<file path="config.mk">
export PLATFORM = sky130hd
export DESIGN_NAME = wrps_top
export DESIGN_NICKNAME = d
export VERILOG_FILES = /design/src/design/wrps_pkg.sv /design/src/design/wrps_tmr_if.sv /design/src/design/wrps_top.sv /design/src/design/wrps_wake_timer.sv
export SDC_FILE = /design/constraint.sdc
export NUM_CORES = 1
export LEC_CHECK = 0
export BUFFER_PORTS_ARGS = -buffer_cell sky130_fd_sc_hd__clkbuf_2
export CAP_MARGIN = 20
export CELL_PAD_IN_SITES_DETAIL_PLACEMENT = 0
export CELL_PAD_IN_SITES_GLOBAL_PLACEMENT = 1
export CORE_MARGIN = 2
export CORE_UTILIZATION = 46
export CTS_CLUSTER_DIAMETER = 80
export DETAILED_ROUTE_END_ITERATION = 12
export GPL_TIMING_DRIVEN = 1
export PLACE_DENSITY_LB_ADDON = 0.1
export SLEW_MARGIN = 0
export SYNTH_ARGS = -nofsm -noshare
export SYNTH_HDL_FRONTEND = slang
export SYNTH_SLANG_ARGS = --single-unit
</file>
<file path="constraint.sdc">
create_clock -name sys_clk -period 2.7 [get_ports sys_clk]
set_input_delay 0 -clock sys_clk [delete_from_list [all_inputs] [get_ports sys_clk]]
set_output_delay 0 -clock sys_clk [all_outputs]
set_load 0.02 [all_outputs]
</file>
<file path="src/design/wrps_pkg.sv">
package wrps_pkg;

  // Register byte addresses on the plain register port
  localparam logic [15:0] OFF_SUPPLY = 16'h00F9;
  localparam logic [15:0] OFF_REF = 16'h2704;
  localparam logic [15:0] OFF_WAKE_DUR = 16'h2880;
  localparam logic [15:0] OFF_RST_CAUSE = 16'h28B0;
  localparam logic [15:0] OFF_WAKE_FLAGS = 16'h28B1;
  localparam logic [15:0] OFF_WAKE_ARM = 16'h28B2;
  localparam logic [15:0] OFF_WDOG = 16'h28B4;
  localparam logic [15:0] OFF_IRQ_STAT = 16'h28C0;
  localparam logic [15:0] OFF_IRQ_MASK = 16'h28C1;

  // Field positions
  localparam int unsigned BIT_REF_OUT = 7;
  localparam int unsigned BIT_REF_DIS = 6;
  localparam int unsigned BIT_WAKE_ARM = 5;
  localparam int unsigned BIT_WDOG_RESTART = 7;
  localparam int unsigned BIT_CAUSE_LSB = 2;
  localparam int unsigned BIT_WF_PIN55 = 0;
  localparam int unsigned BIT_WF_PIN4 = 2;
  localparam int unsigned BIT_WF_BUTTON = 3;
  localparam int unsigned BIT_WAKE_FLAG_SERIAL_RX = 4;
  localparam int unsigned BIT_WAKE_FLAG_TEMPERATURE = 6;

  // Wake source index inside the flag vector
  localparam int unsigned WAKE_SRC_N = 5;
  localparam int unsigned WS_PIN55 = 0;
  localparam int unsigned WS_PIN4 = 1;
  localparam int unsigned WS_BUTTON = 2;
  localparam int unsigned WS_RX = 3;
  localparam int unsigned WS_TEMP = 4;

  // Interrupt status bits
  localparam int unsigned IRQ_N = 3;
  localparam int unsigned IRQ_TIMER = 0;
  localparam int unsigned IRQ_WAKE = 1;
  localparam int unsigned IRQ_SUPPLY = 2;

  // Supply status codes
  localparam logic [2:0] SUP_MAIN_OK = 3'h0;
  localparam logic [2:0] SUP_MAIN_LOW = 3'h1;
  localparam logic [2:0] SUP_BAT_OK = 3'h2;
  localparam logic [2:0] SUP_BAT_MID = 3'h3;
  localparam logic [2:0] SUP_BAT_FAIL = 3'h5;

  // Reset values; cause bits ordered cold,pin,soft,wdog,ext,badbat
  localparam logic [5:0] RST_CAUSE_RESET = 6'h10;
  localparam logic [7:0] WAKE_DUR_RESET = 8'h00;
  localparam logic [2:0] IRQ_MASK_RESET = 3'h0;

endpackage : wrps_pkg

</file>
<file path="src/design/wrps_tmr_if.sv">
`timescale 1ns/1ps
interface wrps_tmr_if;
  logic load;
  logic disarm;
  logic [7:0] duration;
  logic run;
  logic tick;
  logic armed;
  logic expire;

  modport ctl (output load, output disarm, output duration, output run,
    output tick, input armed, input expire);
  modport tmr (input load, input disarm, input duration, input run,
    input tick, output armed, output expire);
endinterface : wrps_tmr_if

</file>
<file path="src/design/wrps_top.sv">
`timescale 1ns/1ps
module wrps_top
  import wrps_pkg::*;
(
  input wire logic sys_clk,
  input wire logic rst_n,
  input wire logic [15:0] regAddr,
  input wire logic [7:0] regWrData,
  input wire logic regWrEn,
  input wire logic regRdEn,
  output logic [7:0] regRdData,
  input wire logic mainAnalogOk,
  input wire logic mainSupplyOk,
  input wire logic coreSupplyOk,
  input wire logic coreAboveLow,
  input wire logic core_supply_trim_fuse,
  input wire logic secondTick,
  input wire logic sleepRequest,
  input wire logic display_only_request,
  input wire logic general_pin_4,
  input wire logic general_pin_55,
  input wire logic pin4WakeEnable,
  input wire logic pin55WakeEnable,
  input wire logic push_button_input,
  input wire logic serialRxWake,
  input wire logic temperatureWake,
  input wire logic resetCauseValid,
  input wire logic [5:0] resetCauseCode,
  output logic referencePinEnable,
  output logic internalReferenceOff,
  output logic flashWriteBlock,
  output logic pllFastClear,
  output logic watchdogRestartPulse,
  output logic wakeEvent,
  output logic irq
);

  wrps_tmr_if tmrBus ();

  // Synchronisers for levels arriving from outside the clock domain
  logic [3:0] supS1_q;
  logic [3:0] supS2_q;
  logic fuseS1_q;
  logic fuseS2_q;
  logic [1:0] pinS1_q;
  logic [1:0] pinS2_q;
  logic [1:0] pinPrev_q;

  // Software visible state
  logic refOut_q;
  logic refDis_q;
  logic [7:0] wakeDur_q;
  logic [5:0] rstCause_q;
  logic [WAKE_SRC_N-1:0] wakeFlag_q;
  logic [WAKE_SRC_N-1:0] wakeFlag_d;
  logic [2:0] supply_q;
  logic [2:0] supply_d;
  logic [IRQ_N-1:0] irqStat_q;
  logic [IRQ_N-1:0] irqStat_d;
  logic [IRQ_N-1:0] irqMask_q;
  logic [7:0] rdData_q;
  logic wdPulse_q;
  logic flashBlock_q;
  logic pllClr_q;

  // Decoded strobes
  logic hitSupply;
  logic hitRef;
  logic hitDur;
  logic hitCause;
  logic hitFlags;
  logic hitArm;
  logic hitWdog;
  logic hitIrqStat;
  logic hitIrqMask;
  logic wrRef;
  logic wrDur;
  logic wrArm;
  logic wrWdog;
  logic wrIrqStat;
  logic wrIrqMask;
  logic [7:0] rdMux;

  // Wake sources
  logic [1:0] pinRise;
  logic [WAKE_SRC_N-1:0] wakeHit;
  logic [WAKE_SRC_N-1:0] wakeEnable;
  logic anyWake;
  logic [IRQ_N-1:0] irqEvent;
  logic [7:0] causeByte;
  logic [7:0] flagByte;

  // Two-stage capture; only stage two, and the pin copy taken from it for edge detect, feed any logic
  always_ff @(posedge sys_clk or negedge rst_n)
  begin
    if (!rst_n)
    begin
      supS1_q <= 4'h0;
      supS2_q <= 4'h0;
      fuseS1_q <= 1'b0;
      fuseS2_q <= 1'b0;
      pinS1_q <= 2'h0;
      pinS2_q <= 2'h0;
      pinPrev_q <= 2'h0;
    end
    else
    begin
      supS1_q <= {mainAnalogOk, mainSupplyOk, coreSupplyOk, coreAboveLow};
      supS2_q <= supS1_q;
      fuseS1_q <= core_supply_trim_fuse;
      fuseS2_q <= fuseS1_q;
      pinS1_q <= {general_pin_4, general_pin_55};
      pinS2_q <= pinS1_q;
      pinPrev_q <= pinS2_q;
    end
  end

  // Supply classification, main supply checked first
  assign supply_d =
    (supS2_q[3] && supS2_q[2]) ? SUP_MAIN_OK :
    supS2_q[2] ? SUP_MAIN_LOW :
    (supS2_q[1] && supS2_q[0]) ? SUP_BAT_OK :
    supS2_q[0] ? SUP_BAT_MID :
    SUP_BAT_FAIL;

  // Status and its consequences registered together so they agree
  always_ff @(posedge sys_clk or negedge rst_n)
  begin
    if (!rst_n)
    begin
      supply_q <= SUP_BAT_FAIL;
      flashBlock_q <= 1'b0; // Agrees with reset code 101
      pllClr_q <= 1'b0;
    end
    else
    begin
      supply_q <= supply_d;
      flashBlock_q <= (supply_d == SUP_BAT_MID);
      pllClr_q <= (supply_d == SUP_BAT_MID) && fuseS2_q;
    end
  end

  // Address decode
  assign hitSupply = (regAddr == OFF_SUPPLY);
  assign hitRef = (regAddr == OFF_REF);
  assign hitDur = (regAddr == OFF_WAKE_DUR);
  assign hitCause = (regAddr == OFF_RST_CAUSE);
  assign hitFlags = (regAddr == OFF_WAKE_FLAGS);
  assign hitArm = (regAddr == OFF_WAKE_ARM);
  assign hitWdog = (regAddr == OFF_WDOG);
  assign hitIrqStat = (regAddr == OFF_IRQ_STAT);
  assign hitIrqMask = (regAddr == OFF_IRQ_MASK);
  assign wrRef = regWrEn && hitRef;
  assign wrDur = regWrEn && hitDur;
  assign wrArm = regWrEn && hitArm;
  assign wrWdog = regWrEn && hitWdog;
  assign wrIrqStat = regWrEn && hitIrqStat;
  assign wrIrqMask = regWrEn && hitIrqMask;

  // Writable control registers
  always_ff @(posedge sys_clk or negedge rst_n)
  begin
    if (!rst_n)
    begin
      refOut_q <= 1'b0;
      refDis_q <= 1'b0;
      wakeDur_q <= WAKE_DUR_RESET;
      irqMask_q <= IRQ_MASK_RESET;
    end
    else
    begin
      if (wrRef)
      begin
        refOut_q <= regWrData[BIT_REF_OUT];
        refDis_q <= regWrData[BIT_REF_DIS];
      end
      if (wrDur)
        wakeDur_q <= regWrData;
      if (wrIrqMask)
        irqMask_q <= regWrData[IRQ_N-1:0];
    end
  end

  // Disable overrides the pin path, reference cannot leave while off
  assign referencePinEnable = refOut_q && !refDis_q;
  assign internalReferenceOff = refDis_q;
  assign flashWriteBlock = flashBlock_q;
  assign pllFastClear = pllClr_q;

  // Watchdog restart is a pulse; nothing is stored, reads give zero
  always_ff @(posedge sys_clk or negedge rst_n)
  begin
    if (!rst_n)
      wdPulse_q <= 1'b0;
    else
      wdPulse_q <= wrWdog && regWrData[BIT_WDOG_RESTART];
  end
  assign watchdogRestartPulse = wdPulse_q;

  // Wake timer control; arm write of zero drops a pending arm
  assign tmrBus.load = wrArm && regWrData[BIT_WAKE_ARM];
  assign tmrBus.disarm = wrArm && !regWrData[BIT_WAKE_ARM];
  assign tmrBus.duration = wakeDur_q;
  assign tmrBus.run = sleepRequest || display_only_request;
  assign tmrBus.tick = secondTick;
  assign wakeEvent = tmrBus.expire;

  wrps_wake_timer u_timer (
    .sys_clk(sys_clk),
    .rst_n(rst_n),
    .t(tmrBus)
  );

  // Wake sources; pins use rising edges detected after the synchroniser, with no debounce
  assign pinRise = pinS2_q & ~pinPrev_q;
  assign wakeHit[WS_PIN55] = pinRise[0] && pin55WakeEnable;
  assign wakeHit[WS_PIN4] = pinRise[1] && pin4WakeEnable;
  assign wakeHit[WS_BUTTON] = push_button_input;
  assign wakeHit[WS_RX] = serialRxWake;
  assign wakeHit[WS_TEMP] = temperatureWake;
  assign wakeEnable = {3'h7, pin4WakeEnable, pin55WakeEnable};
  assign anyWake = |wakeHit;

  // A new wake replaces the whole record so only the latest cause shows
  genvar gi;
  generate
    for (gi = 0; gi < WAKE_SRC_N; gi++)
    begin : g_flag
      assign wakeFlag_d[gi] = wakeEnable[gi] &&
        (anyWake ? wakeHit[gi] : wakeFlag_q[gi]);
    end
  endgenerate

  // Wake and reset cause records
  always_ff @(posedge sys_clk or negedge rst_n)
  begin
    if (!rst_n)
    begin
      wakeFlag_q <= '0;
      rstCause_q <= RST_CAUSE_RESET;
    end
    else
    begin
      wakeFlag_q <= wakeFlag_d;
      if (resetCauseValid)
        rstCause_q <= resetCauseCode;
    end
  end

  // Interrupt events; a new event beats a write-one clear
  assign irqEvent[IRQ_TIMER] = tmrBus.expire;
  assign irqEvent[IRQ_WAKE] = anyWake;
  assign irqEvent[IRQ_SUPPLY] = (supply_d != supply_q);
  assign irqStat_d = irqEvent |
    (irqStat_q & ~(wrIrqStat ? regWrData[IRQ_N-1:0] : {IRQ_N{1'b0}}));

  always_ff @(posedge sys_clk or negedge rst_n)
  begin
    if (!rst_n)
      irqStat_q <= '0;
    else
      irqStat_q <= irqStat_d;
  end
  assign irq = |(irqStat_q & irqMask_q);

  // Read assembly; unmapped addresses and write-only bits read zero
  assign causeByte = {rstCause_q, 2'h0};
  assign flagByte = {1'b0, wakeFlag_q[WS_TEMP], 1'b0,
    wakeFlag_q[WS_RX], wakeFlag_q[WS_BUTTON], wakeFlag_q[WS_PIN4],
    1'b0, wakeFlag_q[WS_PIN55]};
  assign rdMux =
    hitSupply ? {5'h00, supply_q} :
    hitRef ? {refOut_q, refDis_q, 6'h00} :
    hitDur ? wakeDur_q :
    hitCause ? causeByte :
    hitFlags ? flagByte :
    hitArm ? {2'h0, tmrBus.armed, 5'h00} :
    hitIrqStat ? {5'h00, irqStat_q} :
    hitIrqMask ? {5'h00, irqMask_q} :
    8'h00;

  // Read data valid only in the cycle after the strobe
  always_ff @(posedge sys_clk or negedge rst_n)
  begin
    if (!rst_n)
      rdData_q <= 8'h00;
    else if (regRdEn)
      rdData_q <= rdMux;
    else
      rdData_q <= 8'h00;
  end
  assign regRdData = rdData_q;
endmodule : wrps_top

</file>
<file path="src/design/wrps_wake_timer.sv">
`timescale 1ns/1ps
module wrps_wake_timer
  import wrps_pkg::*;
(
  input wire logic sys_clk,
  input wire logic rst_n,
  wrps_tmr_if.tmr t
);

  logic armed_q;
  logic [7:0] count_q;
  logic expire_q;
  logic step;
  logic atEnd;

  // Count only on a seconds tick while armed and a sleep mode is asked for
  assign step = armed_q && t.run && t.tick;
  assign atEnd = (count_q == 8'h00);

  // Loading N gives N+1 ticks before expiry, so zero still means one second
  always_ff @(posedge sys_clk or negedge rst_n)
  begin
    if (!rst_n)
    begin
      armed_q <= 1'b0;
      count_q <= 8'h00;
    end
    else if (t.load)
    begin
      armed_q <= 1'b1;
      count_q <= t.duration;
    end
    else if (t.disarm)
    begin
      armed_q <= 1'b0;
    end
    else if (step)
    begin
      if (atEnd)
        armed_q <= 1'b0;
      else
        count_q <= count_q - 8'h01;
    end
  end

  // One-cycle expiry pulse
  always_ff @(posedge sys_clk or negedge rst_n)
  begin
    if (!rst_n)
      expire_q <= 1'b0;
    else
      expire_q <= step && atEnd && !t.load && !t.disarm;
  end

  assign t.armed = armed_q;
  assign t.expire = expire_q;
endmodule : wrps_wake_timer

</file>
Yosys cells after proc, flatten, opt, wreduce, memory -nomap -nowiden
Index checks and enable logic that the tools add are counted.
{"block": "word_totals", "reg_bits": 67, "elab_cells": 102, "in_bits": 50}
{"block": "op_classes", "n_bitwise": 6, "n_addsub": 1, "n_reduce_logical": 35, "eq_ne": 13, "muxes": 24}
{"cell": "$eq A16 B14 Y1 const B", "count": 8}
{"cell": "$mux W8", "count": 9}
{"cell": "$logic_and A1 B1 Y1", "count": 22}
{"cell": "$mux W3", "count": 7}
{"cell": "$eq A16 B8 Y1 const B", "count": 1}
{"cell": "$logic_not A8 Y1", "count": 1}
{"cell": "$sub A8 B1 Y8 const B", "count": 1}
{"cell": "$mux W7", "count": 1}
{"cell": "$and A3 B3 Y3", "count": 2}
{"cell": "$mux W1", "count": 6}
{"cell": "$mux W6", "count": 1}
{"cell": "$reduce_bool A3 Y1", "count": 2}
{"cell": "$reduce_or A5 Y1", "count": 1}
{"cell": "$logic_not A1 Y1", "count": 4}
{"cell": "$ne A2 B1 Y1 const B", "count": 2}
{"cell": "$eq A3 B2 Y1 const B", "count": 1}
{"cell": "$ne A3 B3 Y1", "count": 1}
{"cell": "$not A3 Y3", "count": 1}
{"cell": "$or A3 B3 Y3", "count": 1}
{"cell": "$reduce_and A3 Y1", "count": 1}
{"cell": "$reduce_or A3 Y1", "count": 1}
{"cell": "$and A2 B2 Y2", "count": 1}
{"cell": "$not A2 Y2", "count": 1}
{"cell": "$reduce_and A2 Y1", "count": 1}
{"cell": "other kinds (2)", "count": 2}

Logic depth before layout (Yosys ltp)
{"block": "logic_depth", "depth_word": 10, "mapped_depth": 7, "ltp_nobuf": 7}

Cells and area by module
A second synthesis with hierarchy kept.
{"block": "unflattened", "cells_unflattened": 256, "hier_area_um2": 3046.7}
{"module": "wrps_top", "seq_area_each_um2": 1430.1, "cells_per_inst": 192, "area_each_um2": 2436.1, "n_inst": 1}
{"module": "wrps_wake_timer", "seq_area_each_um2": 250.2, "cells_per_inst": 64, "area_each_um2": 610.6, "n_inst": 1}

Least setup slack after synthesis
No wires, ideal clock.
{"block": "synth_timing", "path_kind": "flip-flop to flip-flop", "from": "register u_timer.count_q[4]", "to": "register u_timer.count_q[2]", "path_slack_ns": 0.861, "synth_period_minus_slack_ns": 1.839, "n_path_buf": 0, "path_stages_with_launch": 6, "arrival_time_ns": 1.716, "cell_sequence": "dfrtp_1 > or4_4 > or3_1 > nand3_1 > a21oi_1 > o221a_2"}
{"block": "synth_between", "elab_chain_cells": 3}
{"item": "from (decl)", "line_no": "wrps_wake_timer.sv:11", "rtl": "logic [7:0] count_q;"}
{"item": "from (signal assigned)", "line_no": "wrps_wake_timer.sv:31", "rtl": "count_q <= t.duration;"}
{"item": "from (signal assigned)", "line_no": "wrps_wake_timer.sv:42", "rtl": "count_q <= count_q - 8'h01;"}
{"item": "$logic_not A8 Y1", "line_no": "wrps_wake_timer.sv:18", "rtl": "assign atEnd = (count_q == 8'h00);"}
{"item": "$ne A2 B1 Y1 (no line)"}
{"item": "$reduce_and A3 Y1 (no line)"}
No other way between the ends.
A chain may end at the register's enable or synchronous reset.

Worst setup path in the final report
{"block": "layout_timing", "from": "register u_timer.count_q[4]", "to": "register u_timer.count_q[3]"}
The elaborated chain is that of the path after synthesis.

==> results summary <==
The worst hold path belongs to the class input port to flop. The total power divided by cell area came out at 525 nW/um2. The setup-violating endpoint count in the final report is 0. Once detailed placement completed, the half-perimeter wirelength came to ~5400 um. The number of unique standard cell types used by synthesis came out at 60. Setup repair after global routing left no endpoint under its margin. The minimum setup slack in the final design came out at roughly 0.67 ns.

For the worst flop-to-flop path, the logic depth is 5. The multiplexer share of the synthesized area came out at just over 7%. The synthesized design devotes to its leading area cell type 53.2% of total area. The startpoint identified for the worst hold timing path is resetCauseValid. Relative to the synthesized area, the layout overhead comes to 29.9%. The flow ran to the end, and the final reports show no timing, DRC or antenna violations. The final period demand of the worst path came out at 2.03 ns.

The number of violations of the max-capacitance limit is 0. The fraction of registers with async set or reset after synthesis came out at between 90% and 100%. The number of clock buffers inserted by TritonCTS came out at 9. For this block, the initial DRC count from the detailed router was 155.

The leakage power of the design came out at roughly 1.8 nW. Of the total synthesized cell area, the portion taken by AND, OR, NAND and NOR gates is between 20% and 30%. By area, the combinational part of the netlist is dominated by simple AND/OR/NAND/NOR gates. The total of warnings raised by yosys is 0. The number of nets in the final layout came out at about 410. At the end of routability-driven placement, the weighted congestion stood at 0.798. The global router's overall resource usage came out at a little over a fifth. The maximum clock path buffer count came out at 2. The largest stage delay on the critical path is 0.57 ns. The via density per instance came out at 5.45.

The terminating pin of the worst hold path is rstCause_q[2]. The adder and majority cell fraction of the synthesized area is 0.416%. After synthesis the netlist holds a flip-flop and latch count of 67. The startpoint class of the critical path is a flop.

The number of antenna violations at the first check in global routing came out at 0. The most used flip-flop cell after synthesis is sky130_fd_sc_hd__dfrtp_1. From left edge to right edge, the die measures 84.9 um. The number of buffers added for setup after CTS is 0. The count of flip-flops with a built-in enable after synthesis is 0.

Before antenna repair, the detailed router went through 4 iterations. The gate count after technology mapping is 255. The CTS sink count is 67. The TritonCTS clock tree is yes.

In the final layout, the share of cells above drive strength 1 is 34.4%. In this run the critical register-to-register path is launched from u_timer.count_q[4]. The vias after detailed routing came out at 2399. The mean post-synth cell area is about 12 um2. The first element of the critical path is u_timer.count_q[4]. The highest ir drop seen on vdd is 0.000407 V. The number of antenna repair diodes came out at 0. The die height is between 80 and 90 um.

The synthesized netlist occupies a cell area of 3010 um2. After floorplanning, the core was divided into 29 placement rows. The later pin in the worst-skew pair is clocked with a latency of 0.34 ns. The clock slew at the register clock pins of the worst setup and hold paths is 0.08 ns.

The worst setup path is captured at a flop. The overall power consumption is between 0.002 and 0.0025 W. For this run, design rule violations remaining after detail routing come to 0.

Timing would allow up to just under 0.5 GHz. The total length of routed wires is about 7300 um. The number of pins with negative max-slew slack in the final report is 0. Entering global routing, the biggest net connects 33 pins. The post-route fraction of the period consumed by the critical path came out at approximately three quarters.

The initial standard-cell utilization of the core is 47.4%. The number of levels the H-tree was split into came out at 3. The placeable core region is 6350 um2.

The synthesized netlist net count is around 310. The critical path arrival came out at 2.29 ns. The setup path with the least slack is of type flop to flop. The clock arrives with around 0.0075 ns of skew.

The endpoint identified for the worst register-to-register timing path is u_timer.count_q[3]. Summed over all instances, the cell type with the most area after synthesis is sky130_fd_sc_hd__dfrtp_1. The total negative setup slack is 0 ns.

The number of global-route vias before repair came out at 2327. The routed length per instance came out at about 17 um. The post-synthesis compound-gate area fraction came out at 13.9%. The worst slack on hold paths came out at 0.0262 ns. Summing the sequential cell areas from Yosys gives 55.8% of the chip area. The first global-routing pass estimated 11600 um of wire. The transition at the pin with the smallest max-transition slack is roughly 0.7 ns. For this run the aggregate overflow at the end of global routing stands at 0.

The number of top-level design ports came out at 65. The count of nets left with antenna violations once routing finished came out at 0. The relative max-transition margin came out at a little over half. During placement, the flow inserted port buffers numbering between 60 and 70. The die area is roughly 7200 um2. By area the synthesized netlist is led by sky130_fd_sc_hd__dfrtp_1 (53%), sky130_fd_sc_hd__mux2_2 (7.1%), sky130_fd_sc_hd__dfstp_2 (2.6%). The final-report hold violation count came out at 0. The signal on the critical path passes through or4_4, o31ai_2, a21oi_1, and3_1, nor3_1.

Setup slack on the worst reg-to-reg path comes out at 0.67 ns. The slowest stage of the critical path belongs to the cell sky130_fd_sc_hd__or4_4. The largest driver fanout on the critical path came out at 9. The cell depth of the worst min-delay path came out at 2. STA puts the critical path data required time at 2.95 ns. The worst slack after detailed placement came out at approximately 0.7 ns. The synthesized netlist devotes less than 1% of its cell area to XOR and XNOR gates. The clock root buffer is sky130_fd_sc_hd__clkbuf_8.

The count of fill cells added during filler insertion is roughly 540.
==> cells in the mapped netlist, drive strengths merged (2+ instances only) <==
master,n
o22ai,4
a21o,4
a21oi,11
nand4,5
nor3,12
and3,3
o21ai,5
or4b,2
o31ai,2
nor2,18
nor4b,6
inv,10
a222oi,3
clkbuf,2
mux2,19
nand2b,3
nor2b,6
and2,2
or2,2
nand2,17
o221a,3
a22oi,7
a31oi,3
a32oi,2
or3,2
nor3b,2
o211ai,2
dfrtp,64
dfstp,3
nand3,10
==> flip-flops by register name, summed over array words and instances (netlist names), 2 cells and up <==
name and flops:
wakeFlag_q 5, pinS2_q 2, u_timer.count_q 8, supply_q 3
supS1_q 4, rstCause_q 6, pinPrev_q 2, irqStat_q 3
supS2_q 4, tmrBus.duration 8, regRdData 8, pinS1_q 2
irqMask_q 3
==> what timing repair did <==
action                                 4_1_cts  5_1_grt
resized for setup                            0        0
hold buffers                                29        0
endpoints found under the hold margin       64        0
==> per-stage QoR <==
step | utilization [%] | instances | instance area [um2]
6_report | 61.6 | 440 | 3910
5_1_grt | 61.6 | 440 | 3910
4_1_cts | 61.6 | 440 | 3910
3_5_place_dp | 53.9 | 395 | 3420
3_3_place_gp | 53.9 | 395 | 3420
2_1_floorplan | - | 255 | 3010
==> power by group <==
group	internal, W	switching, W
combinational	0.0000846	0.0000835
clock	0.000432	0.000400
sequential	0.00103	0.0000158
total	0.00155	0.000500
==> worst max path at each step <==
stage | to | slack (ns)
3_5_place_dp | irqStat_q[1] | 0.69
5_1_grt | irqStat_q[1] | 0.50
2_1_floorplan | u_timer.count_q[2] | 0.86
4_1_cts | irqStat_q[1] | 0.67
3_3_place_gp | irqStat_q[2] | 0.70
6_report | u_timer.count_q[3] | 0.67
==> cells in the final DEF (no fill, tap or decap), types with 4 or more instances in the layout <==
cell and count:
sky130_fd_sc_hd__nor2b_1 6, sky130_fd_sc_hd__nor2_1 18, sky130_fd_sc_hd__nor4b_1 4, sky130_fd_sc_hd__nor3_1 10, sky130_fd_sc_hd__nand3_1 10, sky130_fd_sc_hd__o22ai_1 4, sky130_fd_sc_hd__inv_1 10, sky130_fd_sc_hd__a21o_1 4
sky130_fd_sc_hd__clkbuf_2 63, sky130_fd_sc_hd__a21oi_1 11, sky130_fd_sc_hd__dlygate4sd3_1 29, sky130_fd_sc_hd__clkbuf_8 9, sky130_fd_sc_hd__a22oi_1 7, sky130_fd_sc_hd__nand2_1 16, sky130_fd_sc_hd__mux2_2 19, sky130_fd_sc_hd__dfrtp_1 64
sky130_fd_sc_hd__o21ai_0 5
==> kinds of logic (layout without fill, tap and decap cells) <==
logic type                 count (synthesis)  in the layout
DFF                                       67             67
buffers and inverters                     13            121
and+or+nand+nor                           97             97
xor gates and xnor gates                   1              1
AOI/OAI and AO/OA                         57             57
muxes                                     19             19
adders and majority gates                  1              1
==> critical path, delay by kind of cell, from the launching register on <==
kind | cells | cell delay [ns]
AOI/OAI and AO/OA | 2 | 0.53
DFF | 1 | 0.43
and+or+nand+nor | 3 | 0.98
==> layout make-up <==
class	count	area [um2]	area share [%]
tap	77	96.3	2.46
multi-input combinational	175	1270	32.5
timing repair buffer	95	626	16.0
clock buffer	9	124	3.17
clock inverter	7	73.8	1.89
sequential	67	1680	43.0
inverter	10	37.5	0.960
==> per-layer routing <==
layer | wire, um | global-route usage [%] | share of wire [%]
met5 | 0 | 0 | 0
met4 | 116 | 7.36 | 1.6
met3 | 462 | 5.25 | 6.3
met2 | 3210 | 30.9 | 44
met1 | 3530 | 31.1 | 48
Power figures use the tool's default switching activity.
